[config.mk]
export PLATFORM = sky130hd
export DESIGN_NAME = tcit_timer
export DESIGN_NICKNAME = d
export VERILOG_FILES = /design/src/rtl/tcit_pkg.sv /design/src/rtl/tcit_channel.sv /design/src/rtl/tcit_timer.sv
export SDC_FILE = /design/constraint.sdc
export NUM_CORES = 1
export LEC_CHECK = 0
export BUFFER_PORTS_ARGS = -buffer_cell sky130_fd_sc_hd__buf_2
export CAP_MARGIN = 20
export CORE_AREA = 2 2 207 209
export CTS_BUF_LIST = sky130_fd_sc_hd__clkbuf_8
export CTS_CLUSTER_DIAMETER = 100
export DETAILED_ROUTE_END_ITERATION = 12
export DIE_AREA = 0 0 209 211
export PLACE_DENSITY = 0.61
export SETUP_SLACK_MARGIN = 0.2
export SYNTH_ARGS = -nofsm -noshare
export SYNTH_HDL_FRONTEND = slang
export SYNTH_SLANG_ARGS = --single-unit
[constraint.sdc]
create_clock -name clk -period 7.7 [get_ports clk]
set_input_delay 0 -clock clk [delete_from_list [all_inputs] [get_ports clk]]
set_output_delay 0 -clock clk [all_outputs]
set_load 0.02 [all_outputs]
[src/rtl/tcit_pkg.sv]
package tcit_pkg;

    localparam logic [15:0] TCIT_ADDR_CH0  = 16'h0040;
    localparam logic [15:0] TCIT_ADDR_CH1  = 16'h0041;
    localparam logic [15:0] TCIT_ADDR_CH2  = 16'h0042;
    localparam logic [15:0] TCIT_ADDR_CTRL = 16'h0043;

    localparam int TCIT_NUM_CH   = 3;
    localparam int TCIT_CMD_LSB  = 4;
    localparam int TCIT_MS_LSB   = 1;
    localparam int TCIT_FMT_BIT  = 0;

    localparam logic [1:0] TCIT_ACC_LATCH = 2'h0;
    localparam logic [1:0] TCIT_ACC_LO    = 2'h1;
    localparam logic [1:0] TCIT_ACC_HI    = 2'h2;
    localparam logic [1:0] TCIT_ACC_WORD  = 2'h3;
    localparam logic [1:0] TCIT_SEL_SPEC  = 2'h3;

    localparam logic [3:0] TCIT_CMD_GEN_LATCH  = 4'hD;
    localparam logic [3:0] TCIT_CMD_STAT_LATCH = 4'hE;
    localparam logic       TCIT_FMT_BCD        = 1'b0;
    localparam logic       TCIT_FMT_BIN        = 1'b1;
    localparam logic [2:0] TCIT_MS_RST         = 3'h0;
    localparam logic [15:0] TCIT_CNT_RST       = 16'h0000;
    localparam logic [15:0] TCIT_CNT_ONE       = 16'h0001;
    localparam logic [15:0] TCIT_CNT_TWO       = 16'h0002;
    localparam logic [7:0] TCIT_BYTE_RST       = 8'h00;
    localparam logic [3:0] TCIT_BCD_TEN        = 4'hA;

    typedef enum logic [5:0] {
        TCIT_M0 = 6'h01,
        TCIT_M1 = 6'h02,
        TCIT_M2 = 6'h04,
        TCIT_M3 = 6'h08,
        TCIT_M4 = 6'h10,
        TCIT_M5 = 6'h20
    } tcit_mode_t;

    typedef struct packed {
        logic [15:0] addr;
        logic        wr;
        logic        rd;
        logic [7:0]  wdata;
    } tcit_io_req_t;

    typedef struct packed {
        logic [7:0] data;
        logic       valid;
    } tcit_io_rsp_t;

    function automatic tcit_mode_t tcit_mode_of(input logic [2:0] ms);
        tcit_mode_t m;
        m = TCIT_M0;
        unique case (ms)
            3'h0: m = TCIT_M0;
            3'h1: m = TCIT_M1;
            3'h2, 3'h6: m = TCIT_M2; // [RL6]
            3'h3, 3'h7: m = TCIT_M3; // [RL6]
            3'h4: m = TCIT_M4;
            3'h5: m = TCIT_M5;
        endcase
        return m;
    endfunction

    // Steps the count down by one or two; zero wraps round through the top value.
    function automatic logic [15:0] tcit_dec(input logic [15:0] v,
                                             input logic        bcd,
                                             input logic [1:0]  step);
        logic [15:0] r;
        logic [4:0]  d;
        logic [4:0]  b;
        r = v - {14'h0000, step}; // [RL8]
        b = {3'h0, step};
        if (bcd) begin // [RL7]
            for (int i = 0; i < 4; i++) begin
                d = {1'b0, v[4*i +: 4]} - b;
                if (d[4]) begin
                    r[4*i +: 4] = d[3:0] + TCIT_BCD_TEN;
                    b = 5'h01;
                end else begin
                    r[4*i +: 4] = d[3:0];
                    b = 5'h00;
                end
            end
        end
        return r;
    endfunction

endpackage

[src/rtl/tcit_channel.sv]
`timescale 1ns/100ps
module tcit_channel (
    input  wire logic              clk,
    input  wire logic              rst,
    input  wire logic              clk_en,
    input  wire logic              cfg_wr,
    input  wire tcit_pkg::tcit_mode_t cfg_mode,
    input  wire logic              cfg_bcd,
    input  wire logic              load,
    input  wire logic [15:0]       load_val,
    input  wire logic              tick,
    input  wire logic              gate,
    output logic [15:0]            count,
    output logic                   out,
    output logic                   null_count
);
    import tcit_pkg::*;

    typedef struct packed {
        tcit_mode_t  mode;
        logic        bcd;
        logic [15:0] cnt;
        logic [15:0] reload;
        logic        out;
        logic        have;
        logic        pend;
        logic        run;
        logic        null_c;
        logic        gate_q;
    } tcit_ch_state_t;

    tcit_ch_state_t s_reg;
    tcit_ch_state_t s_next;
    logic [15:0]    even;
    logic [15:0]    dec1;
    logic           trig;

    always_comb begin
        s_next = s_reg;
        trig   = gate & ~s_reg.gate_q;
        even   = {s_reg.reload[15:1], 1'b0};
        dec1   = tcit_dec(s_reg.cnt, s_reg.bcd, 2'h1);
        s_next.gate_q = gate;
        if (cfg_wr) begin
            s_next.mode   = cfg_mode;
            s_next.bcd    = cfg_bcd;
            s_next.out    = (cfg_mode != TCIT_M0);
            s_next.have   = 1'b0;
            s_next.pend   = 1'b0;
            s_next.run    = 1'b0;
            s_next.null_c = 1'b1;
        end else begin
            if (load) begin
                s_next.reload = load_val;
                s_next.have   = 1'b1;
                s_next.null_c = 1'b1;
                if (s_reg.mode inside {TCIT_M0, TCIT_M4} ||
                    (!s_reg.run && s_reg.mode inside {TCIT_M2, TCIT_M3})) begin
                    s_next.pend = 1'b1;
                end
                if (s_reg.mode == TCIT_M0) begin
                    s_next.out = 1'b0;
                end
            end
            if (trig && s_reg.have && s_reg.mode inside
                {TCIT_M1, TCIT_M2, TCIT_M3, TCIT_M5}) begin
                s_next.pend = 1'b1;
            end
            if (tick && s_reg.pend) begin
                s_next.cnt  = (s_reg.mode == TCIT_M3) ? even : s_reg.reload;
                s_next.pend = 1'b0;
                s_next.run  = 1'b1;
                s_next.null_c = load;
                if (s_reg.mode == TCIT_M1) begin
                    s_next.out = 1'b0;
                end
            end else if (tick && s_reg.run) begin
                unique case (s_reg.mode)
                    TCIT_M0: if (gate) begin
                        s_next.cnt = dec1;
                        if (s_reg.cnt == TCIT_CNT_ONE) s_next.out = 1'b1;
                    end
                    TCIT_M1: begin
                        s_next.cnt = dec1;
                        if (s_reg.cnt == TCIT_CNT_ONE) s_next.out = 1'b1;
                    end
                    TCIT_M2: if (gate) begin
                        if (s_reg.cnt == TCIT_CNT_ONE) begin
                            s_next.cnt = s_reg.reload; // [RL9]
                            s_next.out = 1'b1;
                        end else begin
                            s_next.cnt = dec1;
                            s_next.out = (s_reg.cnt != TCIT_CNT_TWO);
                        end
                    end
                    TCIT_M3: if (gate) begin
                        if (s_reg.cnt == TCIT_CNT_TWO) begin
                            s_next.cnt = even; // [RL8]
                            s_next.out = ~s_reg.out;
                        end else begin
                            s_next.cnt = tcit_dec(s_reg.cnt, s_reg.bcd, 2'h2);
                        end
                    end
                    TCIT_M4, TCIT_M5: if (gate || s_reg.mode == TCIT_M5) begin
                        s_next.cnt = dec1;
                        s_next.out = (s_reg.cnt != TCIT_CNT_ONE);
                        if (!s_reg.out) s_next.run = 1'b0;
                    end
                endcase
            end
            if (!gate && s_reg.mode inside {TCIT_M2, TCIT_M3}) begin
                s_next.out = 1'b1;
            end
        end
    end

    always_ff @(posedge clk) begin
        if (rst) begin
            s_reg <= '{mode: TCIT_M0, bcd: 1'b0, cnt: TCIT_CNT_RST,
                       reload: TCIT_CNT_RST, null_c: 1'b1, default: 1'b0};
        end else if (clk_en) begin
            s_reg <= s_next;
        end
    end

    assign count      = s_reg.cnt;
    assign out        = s_reg.out;
    assign null_count = s_reg.null_c;

endmodule

[src/rtl/tcit_timer.sv]
`timescale 1ns/100ps
// How it works
// [RL1] Three channels each own an 8-bit count port at 40h, 41h, 42h.
// [RL2] One write-only control port at 43h holds command, mode and format.
// [RL3] Command codes 0h, 4h, 8h latch the count of channel 0, 1, 2.
// [RL4] Group offsets 1, 2, 3 pick low byte, high byte or both bytes.
// [RL5] Code Dh latches all counts; code Eh latches all channel status bytes.
// [RL6] Mode bits 3-1 select modes 0-5; 110b acts as 2, 111b as 3.
// [RL7] Format bit 0 set counts binary; clear counts four BCD digits.
// [RL8] Software loads channel 0 in mode 3 with zero, the longest period.
// [RL9] Software runs channel 1 in mode 2 with count 12h for refresh.
// [RL10] Channel 2 output drives the speaker only; channel 0 drives the general timing tick.
// [RL11] Two-byte access moves low byte first, then high, toggling a pointer.
// [RL12] A latched count stays frozen until read out in programmed order.
module tcit_timer (
    input  wire logic                   clk,
    input  wire logic                   rst,
    input  wire logic                   clk_en,
    input  wire tcit_pkg::tcit_io_req_t io_req,
    input  wire logic [2:0]             cnt_clk_pin,
    input  wire logic [2:0]             gate_pin,
    output tcit_pkg::tcit_io_rsp_t      io_rsp,
    output logic                        tick_out,
    output logic                        refresh_out,
    output logic                        speaker_out
);
    import tcit_pkg::*;

    typedef struct packed {
        logic [1:0]  acc;
        logic [2:0]  ms;
        logic        fmt;
        logic        wr_hi;
        logic        rd_hi;
        logic [7:0]  wr_lo;
        logic        cnt_lat;
        logic [15:0] lat_val;
        logic        st_lat;
        logic [7:0]  st_val;
    } tcit_chan_ctl_t;

    typedef struct packed {
        tcit_chan_ctl_t [2:0] ch;
        logic [2:0]           clk_s1;
        logic [2:0]           clk_s2;
        logic [2:0]           clk_s3;
        logic [2:0]           gate_s1;
        logic [2:0]           gate_s2;
        tcit_io_rsp_t         rsp;
    } tcit_top_state_t;

    localparam tcit_chan_ctl_t CTL_RST = '{
        acc:     TCIT_ACC_WORD,
        ms:      TCIT_MS_RST,
        fmt:     TCIT_FMT_BIN,
        wr_lo:   TCIT_BYTE_RST,
        lat_val: TCIT_CNT_RST,
        st_val:  TCIT_BYTE_RST,
        default: 1'b0
    };

    tcit_top_state_t s_reg;
    tcit_top_state_t s_next;

    logic [15:0] count [TCIT_NUM_CH];
    logic [2:0]  ch_out;
    logic [2:0]  ch_null;
    logic [2:0]  tick;
    logic [2:0]  cfg_wr;
    logic [2:0]  load;
    logic [15:0] load_val;
    tcit_mode_t  cfg_mode;
    logic        cfg_bcd;
    logic [3:0]  cmd;
    logic [1:0]  sel;
    logic [1:0]  acc;
    logic        ctrl_wr;
    logic        port_hit;
    logic [1:0]  port_ch;
    logic [15:0] rd_val;
    logic        rd_high;

    // Tells whether an address is one of the three count ports.
    function automatic logic is_count_port(input logic [15:0] a);
        return (a == TCIT_ADDR_CH0) || (a == TCIT_ADDR_CH1) ||
               (a == TCIT_ADDR_CH2);
    endfunction

    always_comb begin
        s_next   = s_reg;
        cfg_wr   = 3'h0;
        load     = 3'h0;
        load_val = TCIT_CNT_RST;
        rd_val   = TCIT_CNT_RST;
        rd_high  = 1'b0;
        cmd      = io_req.wdata[TCIT_CMD_LSB +: 4];
        sel      = cmd[3:2];
        acc      = cmd[1:0];
        cfg_mode = tcit_mode_of(io_req.wdata[TCIT_MS_LSB +: 3]); // [RL6]
        cfg_bcd  = (io_req.wdata[TCIT_FMT_BIT] == TCIT_FMT_BCD); // [RL7]
        ctrl_wr  = io_req.wr && (io_req.addr == TCIT_ADDR_CTRL); // [RL2]
        port_hit = is_count_port(io_req.addr); // [RL1]
        port_ch  = io_req.addr[1:0];

        // Pin synchronisers; the second and third clock stages form the tick, and the second gate stage feeds the channels.
        s_next.clk_s1  = cnt_clk_pin;
        s_next.clk_s2  = s_reg.clk_s1;
        s_next.clk_s3  = s_reg.clk_s2;
        s_next.gate_s1 = gate_pin;
        s_next.gate_s2 = s_reg.gate_s1;
        tick = s_reg.clk_s2 & ~s_reg.clk_s3;

        s_next.rsp.valid = 1'b0;

        if (ctrl_wr) begin
            for (int i = 0; i < TCIT_NUM_CH; i++) begin
                if (sel == 2'(i) && acc == TCIT_ACC_LATCH) begin
                    if (!s_reg.ch[i].cnt_lat) begin // [RL3]
                        s_next.ch[i].cnt_lat = 1'b1;
                        s_next.ch[i].lat_val = count[i];
                    end
                end else if (sel == 2'(i)) begin
                    s_next.ch[i].acc     = acc; // [RL4]
                    s_next.ch[i].ms      = io_req.wdata[TCIT_MS_LSB +: 3];
                    s_next.ch[i].fmt     = io_req.wdata[TCIT_FMT_BIT];
                    s_next.ch[i].wr_hi   = 1'b0;
                    s_next.ch[i].rd_hi   = 1'b0;
                    s_next.ch[i].cnt_lat = 1'b0;
                    s_next.ch[i].st_lat  = 1'b0;
                    cfg_wr[i]            = 1'b1;
                end else if (sel == TCIT_SEL_SPEC) begin
                    if (cmd == TCIT_CMD_GEN_LATCH &&
                        !s_reg.ch[i].cnt_lat) begin // [RL5]
                        s_next.ch[i].cnt_lat = 1'b1;
                        s_next.ch[i].lat_val = count[i];
                    end
                    if (cmd == TCIT_CMD_STAT_LATCH &&
                        !s_reg.ch[i].st_lat) begin // [RL5]
                        s_next.ch[i].st_lat = 1'b1;
                        s_next.ch[i].st_val = {ch_out[i], ch_null[i],
                                               s_reg.ch[i].acc,
                                               s_reg.ch[i].ms,
                                               s_reg.ch[i].fmt};
                    end
                end
            end
        end

        if (io_req.wr && port_hit) begin
            for (int i = 0; i < TCIT_NUM_CH; i++) begin
                if (port_ch == 2'(i)) begin
                    unique case (s_reg.ch[i].acc)
                        TCIT_ACC_LO: begin // [RL4]
                            load[i]  = 1'b1;
                            load_val = {TCIT_BYTE_RST, io_req.wdata};
                        end
                        TCIT_ACC_HI: begin // [RL4]
                            load[i]  = 1'b1;
                            load_val = {io_req.wdata, TCIT_BYTE_RST};
                        end
                        TCIT_ACC_WORD: begin
                            if (!s_reg.ch[i].wr_hi) begin // [RL11]
                                s_next.ch[i].wr_lo = io_req.wdata;
                                s_next.ch[i].wr_hi = 1'b1;
                            end else begin
                                load[i]  = 1'b1;
                                load_val = {io_req.wdata,
                                            s_reg.ch[i].wr_lo};
                                s_next.ch[i].wr_hi = 1'b0;
                            end
                        end
                        default: begin
                        end
                    endcase
                end
            end
        end

        if (io_req.rd && (port_hit || io_req.addr == TCIT_ADDR_CTRL)) begin
            s_next.rsp.valid = 1'b1;
            s_next.rsp.data  = TCIT_BYTE_RST;
        end
        if (io_req.rd && port_hit) begin
            for (int i = 0; i < TCIT_NUM_CH; i++) begin
                if (port_ch == 2'(i)) begin
                    rd_val  = s_reg.ch[i].cnt_lat ? s_reg.ch[i].lat_val
                                                  : count[i];
                    rd_high = (s_reg.ch[i].acc == TCIT_ACC_HI) ||
                              (s_reg.ch[i].acc == TCIT_ACC_WORD &&
                               s_reg.ch[i].rd_hi); // [RL11]
                    if (s_reg.ch[i].st_lat) begin // [RL5]
                        s_next.rsp.data     = s_reg.ch[i].st_val;
                        s_next.ch[i].st_lat = 1'b0;
                    end else begin
                        s_next.rsp.data = rd_high ? rd_val[15:8]
                                                  : rd_val[7:0];
                        if (s_reg.ch[i].acc == TCIT_ACC_WORD) begin
                            s_next.ch[i].rd_hi = ~s_reg.ch[i].rd_hi;
                        end
                        if (s_reg.ch[i].acc != TCIT_ACC_WORD ||
                            s_reg.ch[i].rd_hi) begin // [RL12]
                            s_next.ch[i].cnt_lat = 1'b0;
                        end
                    end
                end
            end
        end
    end

    always_ff @(posedge clk) begin
        if (rst) begin
            s_reg.ch      <= {CTL_RST, CTL_RST, CTL_RST};
            s_reg.clk_s1  <= 3'h0;
            s_reg.clk_s2  <= 3'h0;
            s_reg.clk_s3  <= 3'h0;
            s_reg.gate_s1 <= 3'h0;
            s_reg.gate_s2 <= 3'h0;
            s_reg.rsp     <= '{data: TCIT_BYTE_RST, valid: 1'b0};
        end else if (clk_en) begin
            s_reg <= s_next;
        end
    end

    genvar g;
    for (g = 0; g < TCIT_NUM_CH; g++) begin : g_ch
        tcit_channel u_ch (
            .clk        (clk),
            .rst        (rst),
            .clk_en     (clk_en),
            .cfg_wr     (cfg_wr[g]),
            .cfg_mode   (cfg_mode),
            .cfg_bcd    (cfg_bcd),
            .load       (load[g]),
            .load_val   (load_val),
            .tick       (tick[g]),
            .gate       (s_reg.gate_s2[g]),
            .count      (count[g]),
            .out        (ch_out[g]),
            .null_count (ch_null[g])
        );
    end

    assign io_rsp      = s_reg.rsp;
    assign tick_out    = ch_out[0];
    assign refresh_out = ch_out[1];
    assign speaker_out = ch_out[2]; // [RL10]

endmodule

=== Yosys cells after proc, flatten, opt, wreduce, memory -nomap -nowiden ===
Memories as Yosys holds them, arrays and structs flattened.
Cells that the tools add are included.

* Flip-flop bits (word level): 285
* Bits in read-only memories: 48
* Bits of input ports: 35
* Output and inout bits: 12
* Word-level logic and storage cells: 717
* Memories: 1

{| class="wikitable"
|+ Memories
! name !! words !! width !! read ports !! clocked after Yosys merged registers in !! wr ports !! line !! text
|-
| (name not given) || 8 || 6 || 1 || 0 || 0 || tcit_pkg.sv:54 || <nowiki>unique case (ms)</nowiki>
|}

* Add/subtract/negate cells: 54
* Equal/unequal tests: 75
* Mux-type cells: 351
* Bitwise gates (word level): 27
* Reduce and logical (&&, ||, !) cells: 142

{| class="wikitable"
|+ Operators by type and width
! operator !! count
|-
| $mux 16 || 46
|-
| $mux 5 || 75
|-
| $pmux 16 s5 || 3
|-
| $mux 1 || 150
|-
| $pmux 16 s3 || 3
|-
| $mux 8 || 17
|-
| $mux 26 || 4
|-
| $mux 17 || 6
|-
| $add 4x4->4 const B || 24
|-
| $mux 4 || 24
|-
| $sub 4x5->5 || 18
|-
| $mux 34 || 2
|-
| $eq 16x7->1 const B || 4
|-
| $mux 9 || 7
|-
| $eq 16x1->1 const B || 3
|-
| $eq 16x2->1 const B || 3
|-
| $ne 16x1->1 const B || 3
|-
| $ne 16x2->1 const B || 3
|-
| $sub 16x1->16 const B || 3
|-
| $sub 16x2->16 const B || 3
|-
| $reduce_and 6->1 || 6
|-
| $reduce_bool 2->1 || 18
|-
| $reduce_bool 3->1 || 12
|-
| $reduce_bool 4->1 || 9
|-
| 35 further kinds || 203
|}

=== Depth between registers and ports, before layout ===
Gate-level depths: netlist (run 1).

* Word-level depth: 36
* Depth in mapped cells: 21

=== By module ===
From an unflattened synthesis (run 1), not the netlist that was laid out.

* Cell total of the unflattened synthesis: 2537
* Area, all modules: 20711.1 um^2

{| class="wikitable"
|+ Modules (own cells, without submodules)
! module !! instances !! cells an instance !! area an instance (um^2) !! seq. area each (um^2)
|-
| tcit_timer || 1 || 898 || 8499.4 || 3002.9
|-
| tcit_channel at g_ch[0].u_ch || 1 || 556 || 4132.7 || 900.9
|-
| tcit_channel at g_ch[1].u_ch || 1 || 541 || 4075.2 || 900.9
|-
| tcit_channel at g_ch[2].u_ch || 1 || 542 || 4003.8 || 900.9
|}

=== Least setup slack after synthesis (run 1) ===
No wires, ideal clock.

* Path type: reg2reg
* Start: register g_ch[0].u_ch.s_reg (netlist bit g_ch[0].u_ch.count[1])
* End: register g_ch[0].u_ch.s_reg (netlist bit g_ch[0].u_ch.count[15])
* Setup time: 0.091 ns
* Data arrival time: 3.998 ns
* Setup slack: 3.611 ns
* Stages on the path, launching flop included: 22
* Buffers on the path: 0
* Period minus slack after synthesis: 4.089 ns
* Cell sequence: dfxtp_1 -> inv_1 -> ha_1 -> nor3b_1 -> ha_1 -> ha_1 -> inv_1 -> nor2_1 -> ha_1 -> ha_1 -> inv_1 -> nor3_1 -> ha_1 -> ha_1 -> xor2_1 -> ha_1 -> nor2b_1 -> xnor2_1 -> a31oi_1 -> mux2i_1 -> nand3_1 -> a311oi_1

* Cells in the longest elaborated chain, start to end: 36

{| class="wikitable"
|+ Ends and longest elaborated chain
! what !! line !! text
|-
| from (decl) || tcit_channel.sv:32 || <nowiki>tcit_ch_state_t s_reg;</nowiki>
|-
| from (signal assigned) || tcit_channel.sv:119 || <nowiki>s_reg <= '{mode: TCIT_M0, bcd: 1'b0, cnt: TCIT_CNT_RST,</nowiki>
|-
| from (signal assigned) || tcit_channel.sv:122 || <nowiki>s_reg <= s_next;</nowiki>
|-
| $sub 4x2->5 || tcit_pkg.sv:76 || <nowiki>d = {1'b0, v[4*i +: 4]} - b;</nowiki>
|-
| $mux 1 || tcit_pkg.sv:77 || <nowiki>if (d[4]) begin</nowiki>
|-
| $mux 5 || tcit_pkg.sv:74 || <nowiki>if (bcd) begin</nowiki>
|-
| $mux 5 || tcit_channel.sv:97 || <nowiki>if (s_reg.cnt == TCIT_CNT_TWO) begin</nowiki>
|-
| $mux 5 || tcit_channel.sv:96 || <nowiki>TCIT_M3: if (gate) begin</nowiki>
|-
| $mux 5 || tcit_channel.sv:78 || <nowiki>unique case (s_reg.mode)</nowiki>
|-
| $mux 5 || tcit_channel.sv:77 || <nowiki>end else if (tick && s_reg.run) begin</nowiki>
|-
| $mux 5 || tcit_channel.sv:69 || <nowiki>if (tick && s_reg.pend) begin</nowiki>
|-
| [... 20 more ...] || - ||
|-
| $add 4x4->4 || tcit_pkg.sv:78 || <nowiki>r[4*i +: 4] = d[3:0] + TCIT_BCD_TEN;</nowiki>
|-
| $mux 4 || tcit_pkg.sv:77 ||
|-
| $mux 16 || tcit_pkg.sv:74 ||
|-
| $mux 16 || tcit_channel.sv:97 ||
|-
| $mux 16 || tcit_channel.sv:96 ||
|-
| $pmux 16 s5 * || tcit_channel.sv:78 ||
|-
| $mux 16 * || tcit_channel.sv:77 ||
|-
| $mux 16 * || tcit_channel.sv:69 ||
|}

Every way passes the cells marked *; elsewhere a longest branch is shown, timed or not. The select of a mux whose other input is x is not followed.
A chain may end at the register's enable or synchronous reset.

=== Final worst setup path (run 1) ===
Same ends and word-level chain as after synthesis.

==> results of run 1 <==
-- cell type report --
class                   count  share of cell area [%]
clock buffers              64                    4.34
clock inverters            29                    1.34
inverters                  81                    1.50
multi-input cells        1893                    58.2
flip-flops and latches    285                    28.1
well taps                 539                    3.32
repair buffers             91                    3.17
-- worst max-delay path, cell delays in order (launching register included) --
cell and delay, ns:
dfxtp_1 0.34, inv_1 0.17, ha_1 0.22, nor3b_1 0.77, ha_1 0.32, ha_1 0.25
inv_1 0.08, nor2_1 0.18, ha_1 0.19, ha_1 0.23, inv_1 0.08, nor3_1 0.25
ha_1 0.27, ha_1 0.26, xor2_1 0.10, ha_1 0.20, nor2b_1 0.13, xnor2_1 0.14
a31oi_1 0.10, mux2i_1 0.15, nand3_1 0.09, a311oi_1 0.26
-- stage by stage --
stage	hold slack, ns	std cells	setup slack, ns	instance area [µm²]
2_1_floorplan	0.147	2473	3.61	18700
3_3_place_gp	0.235	2865	3.18	18900
3_5_place_dp	0.247	2866	2.90	18900
4_1_cts	0.0522	2979	2.89	20300
5_1_grt	0.0957	2982	2.31	20300
6_report	0.0924	2982	2.84	20300
-- power by group --
group	internal, µW	switching, µW
clock network	921	701
registers	1480	3.95
logic	29.3	80.8
total	2430	785
-- cells by family after synthesis --
| logic type | share of synthesized area, % |
|---|---|
| xor+xnor | 4.69 |
| flops | 30.5 |
| mux | 5.22 |
| simple gates | 24.9 |
| buf+inv | 6.34 |
| fa+ha+maj | 5.63 |
| compound gates | 22.7 |
-- final timing paths --
kind	startpoint	endpoint	slack, ns	cells past startpoint
max	g_ch[0].u_ch.count[1]	g_ch[0].u_ch.count[15]	2.84	21
min	io_req[9]	g_ch[1].u_ch.out	0.09	6
max reg2reg	g_ch[0].u_ch.count[1]	g_ch[0].u_ch.count[15]	2.84	21
min reg2reg	s_reg[77]	s_reg[77]	0.45	2
-- Yosys cell counts, drive strengths merged, types with 11 or more instances --
library cell / n / area [µm²]
nand2: 384 / 1450
dfxtp: 285 / 5710
a21oi: 255 / 1280
nor2: 248 / 950
clkbuf: 167 / 628
nand3: 92 / 460
ha: 84 / 1050
o21ai: 81 / 409
inv: 80 / 300
xnor2: 66 / 578
a211oi: 51 / 383
nor3: 51 / 255
buf: 47 / 253
mux2i: 39 / 390
o211ai: 37 / 278
xor2: 34 / 298
a311oi: 25 / 219
o22ai: 25 / 156
mux4: 24 / 541
nand4: 24 / 150
a221oi: 23 / 201
a22oi: 23 / 173
nor3b: 23 / 199
nand2b: 22 / 138
nor4: 22 / 175
a32oi: 21 / 184
nor2b: 18 / 113
a31oi: 17 / 106
or3: 15 / 93.8
and2: 13 / 81.3
a2111oi: 12 / 105
nand4b: 12 / 105
and3: 11 / 70.1
or2: 11 / 68.8
-- layer usage --
metal  vias up  global-route usage, %  routed length [µm]  share of wire (%)
met1      8768                   35.0               26100                 42
met3       149                   5.38                4530                7.4
met5         -                      0                   0                  0
li1       8739                      -                   -                  -
met4         0                   10.4                2210                3.6
met2       650                   44.7               28600                 47
==> metrics.txt, run 1 <==
status completed; Req. time, crit path 8.23 ns; CP Launch Type register; CP Capture Type register; commonest non-fill, non-tap cell in the layout nand2_1; Core Util, Final 48.6%; Post-synth ARST share 0%; initial antenna violation count 0; Total Neg Setup Slack 0 ns; nets@finish 2,522; Synth Register Bits around 290; Final Slew Violations 0; Buffers on Ports 46; max reg flops 132; vias in the first global route 17,100; Max FO, Critical Path 7; post-synthesis sequential area ratio ~31%; hpwl dp 42,100 µm; FMAX 206 MHz; CTS tree yes; most frequent cells in the layout 383 x nand2_1, 285 x dfxtp_1, 253 x a21oi_1, 246 x nor2_1, 92 x nand3_1; Root Driver clkbuf_8; synthesized area 18,700 µm²; number of enable flip-flop cells after synthesis 0; cells after synthesis 2,473; Synth Flop Type dfxtp_1; average size of a mapped cell 7.55 µm²; Max Clock Skew about 0.022 ns; Crit path arrival time 5.38 ns; cts-stage hold buffer count 20; minimum clock period 4.86 ns; H-tree levels 2; fraction of layout cells with a size suffix above 1 a little under a tenth; num ports 47; Die ar. 44,100 µm²; Initial DRC Count around 1,800; Num CTS Buffers 51; synth warn 0; Reg clk slew, reported paths 0.07 ns; final wirelength 61,400 µm; total power about 3200 µW; wire length per cell approximately 20 µm; Longest Clk Path Bufs 3; routability congestion estimate between 0.8 and 0.9; Final Hold Viols 0; multi-input logic area between 10,000 and 15,000 µm²; remaining antenna violation count 0; Unique masters post-synth 87; worst-margin pin slew 1.25 ns; DRC errors left 0; # rows 75; worst-skew pair later-pin latency 0.63 ns; post-cts sizing count 0; GRT Residual Overflow 0; Register Area 5710 µm²; VDD IR max approximately 0.16 mV; first-pass iteration count of the detailed router 6; vias 18,300; P per Cell Area 158 nW/µm²; global-route wire length before repair 95,300 µm; DR vias/cell a little over 6; CP Class register to register; LEAKAGE just over 0.007 µW; Filler Cells Inserted around 4,100; initial cell density of the core between 40% and 50%; RSZ-0062 raised after global routing false; DIE WIDTH between 200 and 250 µm; n_diodes 0; total track usage 27.1%; Post-CTS Setup Inserts 0; final setup vio count 0; Mapped Nets 2,592; Final period util 63.1%; core area approximately 42,000 µm²; clk sinks 285; Layout area overhead 8.61%; Die H 211 µm; max-cap viol count 0; relative slew slack around 16%; largest net degree at the start of global routing 163; class of the worst hold path primary input to register
Note: power is estimated with default switching activity, not from simulation.
==> run 2, diff against run 1 <==
--- a/config.mk
+++ b/config.mk
@@ -5,6 +5,7 @@
 export SDC_FILE = /design/constraint.sdc
 export NUM_CORES = 1
 export LEC_CHECK = 0
+export ABC_AREA = 1
 export BUFFER_PORTS_ARGS = -buffer_cell sky130_fd_sc_hd__buf_2
 export CAP_MARGIN = 20
 export CORE_AREA = 2 2 207 209
@@ -12,7 +13,7 @@
 export CTS_CLUSTER_DIAMETER = 100
 export DETAILED_ROUTE_END_ITERATION = 12
 export DIE_AREA = 0 0 209 211
-export PLACE_DENSITY = 0.61
+export PLACE_DENSITY = 0.63
 export SETUP_SLACK_MARGIN = 0.2
 export SYNTH_ARGS = -nofsm -noshare
 export SYNTH_HDL_FRONTEND = slang
==> constraint.sdc (replaced) <==
create_clock -name clk -period 4.4 [get_ports clk]
set_input_delay 0 -clock clk [delete_from_list [all_inputs] [get_ports clk]]
set_output_delay 0 -clock clk [all_outputs]
set_load 0.02 [all_outputs]
==> metrics.txt, run 2 <==
class of the worst hold path primary input to register; first-pass iteration count of the detailed router 6; worst-skew pair later-pin latency around 0.65 ns; num ports 47; core area 41,800 µm²; Synth Flop Type dfxtp_1; max-cap viol count 0; # rows 75; Core Util, Final between 40% and 50%; nets@finish 2,869; Worst R2R Start g_ch[2].u_ch.count[0]; reg2reg setup slack 0.48 ns; relative slew slack 35.1%; Mapped Nets 2,861; Total Neg Setup Slack 0 ns; Max FO, Critical Path 5; Reg clk slew, reported paths 0.06 ns; Synth area leader dfxtp_1; vias ~19,000; FMAX between 200 and 300 MHz; GRT Residual Overflow 0; Buffers on Ports 46; vias in the first global route 18,000; Num CTS Buffers 53; Root Driver clkbuf_8; worst-margin pin slew 0.970 ns; number of enable flip-flop cells after synthesis 0; global-route wire length before repair just over 100,000 µm; status completed; fraction of layout cells with a size suffix above 1 around a tenth; P per Cell Area 282 nW/µm²; initial cell density of the core 44.7%; worst hold start io_req[10]; Initial DRC Count 2,187; CP Capture Type register; LEAKAGE between 0.008 and 0.009 µW; final setup vio count 0; most frequent cells in the layout 513 x nand2_1, 313 x o21ai_0, 301 x inv_1, 285 x dfxtp_1, 275 x a21oi_1; CP Class register to register; wire length on met3 about 5500 µm; Post-synth ARST share 0%; post-synthesis sequential area ratio 30.6%; final wirelength 66,000 µm; max reg flops 132; Die H 211 µm; average size of a mapped cell 6.81 µm²; synth warn 0; CP Launch Type register; Crit path arrival time 4.50 ns; hpwl dp 47,700 µm; DR top layer met4; cells after synthesis 2,742; Filler Cells Inserted roughly 4,200; Final Slew Violations 0; H-tree levels 2; Final period util 89.0%; minimum clock period 3.92 ns; Final Hold Viols 0; Synth Register Bits 285; top-count cell post-synth nand2_1; commonest non-fill, non-tap cell in the layout nand2_1; Synth top area share 30.6%; routability congestion estimate 0.975; Req. time, crit path about 5 ns; synthesized area 18,700 µm²; Layout area overhead 9.73%; ranking of synthesized cells by area dfxtp_1 31%, nand2_1 10%, o21ai_0 8.4%; CTS tree yes; met2 wire len 28,500 µm; Unique masters post-synth 60; DRC errors left 0; Max Clock Skew 0.0289 ns; VDD IR max 0.231 mV; Longest Clk Path Bufs 3; initial antenna violation count 2; Met1 Wirelength 29,600 µm; remaining antenna violation count 0; wire length per cell between 15 and 20 µm; DIE WIDTH 209 µm; RSZ-0062 raised after global routing true; DR vias/cell 5.84; largest net degree at the start of global routing between 80 and 90; top post-synthesis cells by count 513 x nand2_1, 314 x o21ai_0, 290 x inv_1; Critical path origin g_ch[2].u_ch.count[0]; clk sinks 285; Die ar. 44,100 µm²; total track usage ~30%
==> run 2: critical path, cell delays in order (launching register included) <==
cell	delay (ns)
dfxtp_1	0.40
inv_1	0.12
ha_1	0.24
nand2_1	0.12
inv_1	0.09
ha_1	0.20
ha_1	0.20
nand2_1	0.13
inv_1	0.08
ha_1	0.20
ha_1	0.22
nand2_1	0.11
inv_1	0.06
ha_1	0.21
ha_1	0.22
nand2_1	0.12
nand2_1	0.09
ha_1	0.21
o21ai_1	0.17
a21oi_1	0.06
o32ai_1	0.27
nand2_1	0.09
nand3_1	0.11
o211ai_1	0.08
inv_1	0.06
==> run 2: kinds of logic (layout without fill, tap and decap cells) <==
family          Yosys count  in the layout  synth area share, %
compound gates          845            845                 26.8
xor+xnor                 69             69                 3.24
fa+ha+maj                84             84                 5.63
buf+inv                 457            509                 10.2
flops                   285            285                 30.6
other cells               0              2                    0
simple gates           1002           1002                 23.5
==> run 2: repair_timing <==
| action | CTS | global route |
|---|---|---|
| endpoints found under the hold margin | 107 | 0 |
| buffers inserted | 0 | 0 |
| hold buffers | 23 | 0 |
| setup endpoints to repair | 0 | 2 |
| resized for setup | 0 | 3 |
==> run 2: final cells by class <==
class                      instances  area [µm²]  share of cell area, %
multi-input combinational       2000       11000                   53.9
clock buffer                      73        1000                   4.91
timing repair buffer              85         603                   2.95
tap                              539         674                   3.29
antenna                            2        5.00                 0.0244
clock inverter                    26         215                   1.05
sequential                       285        5710                   27.9
inverter                         325        1220                   5.97
==> run 2: worst paths after layout <==
check                      endpoint  cells after the start
max          g_ch[2].u_ch.count[15]                     24
min                       io_rsp[4]                      4
min reg2reg   g_ch[2].u_ch.s_reg[4]                      2
max reg2reg  g_ch[2].u_ch.count[15]                     24
==> run 2: power by group <==
part / internal (µW) / leakage (µW) / switching (µW)
sequential: 2590 / 0.00230 / 6.94
clock: 1710 / 0.000684 / 1240
combinational: 51.8 / 0.00595 / 172
total: 4350 / 0.00893 / 1420
==> run 2: metal layers <==
layer	up-vias	track usage, %
met2	853	45.6
met1	9150	41.4
li1	9319	-
met4	0	11.8
met5	-	0
met3	138	4.71
==> run 2: through the flow <==
step | cells | total power, µW | worst slack, ns | cell area, µm² | hold slack, ns
5_1_grt | 3334 | 5940 | 0.184 | 20500 | 0.101
3_3_place_gp | 3210 | 2860 | 0.609 | 19000 | 0.225
2_1_floorplan | 2742 | 2770 | 0.877 | 18700 | 0.135
3_5_place_dp | 3210 | 2860 | 0.457 | 19000 | 0.231
4_1_cts | 3332 | 5800 | 0.452 | 20500 | 0.0237
6_report | 3335 | 5770 | 0.485 | 20500 | 0.0799
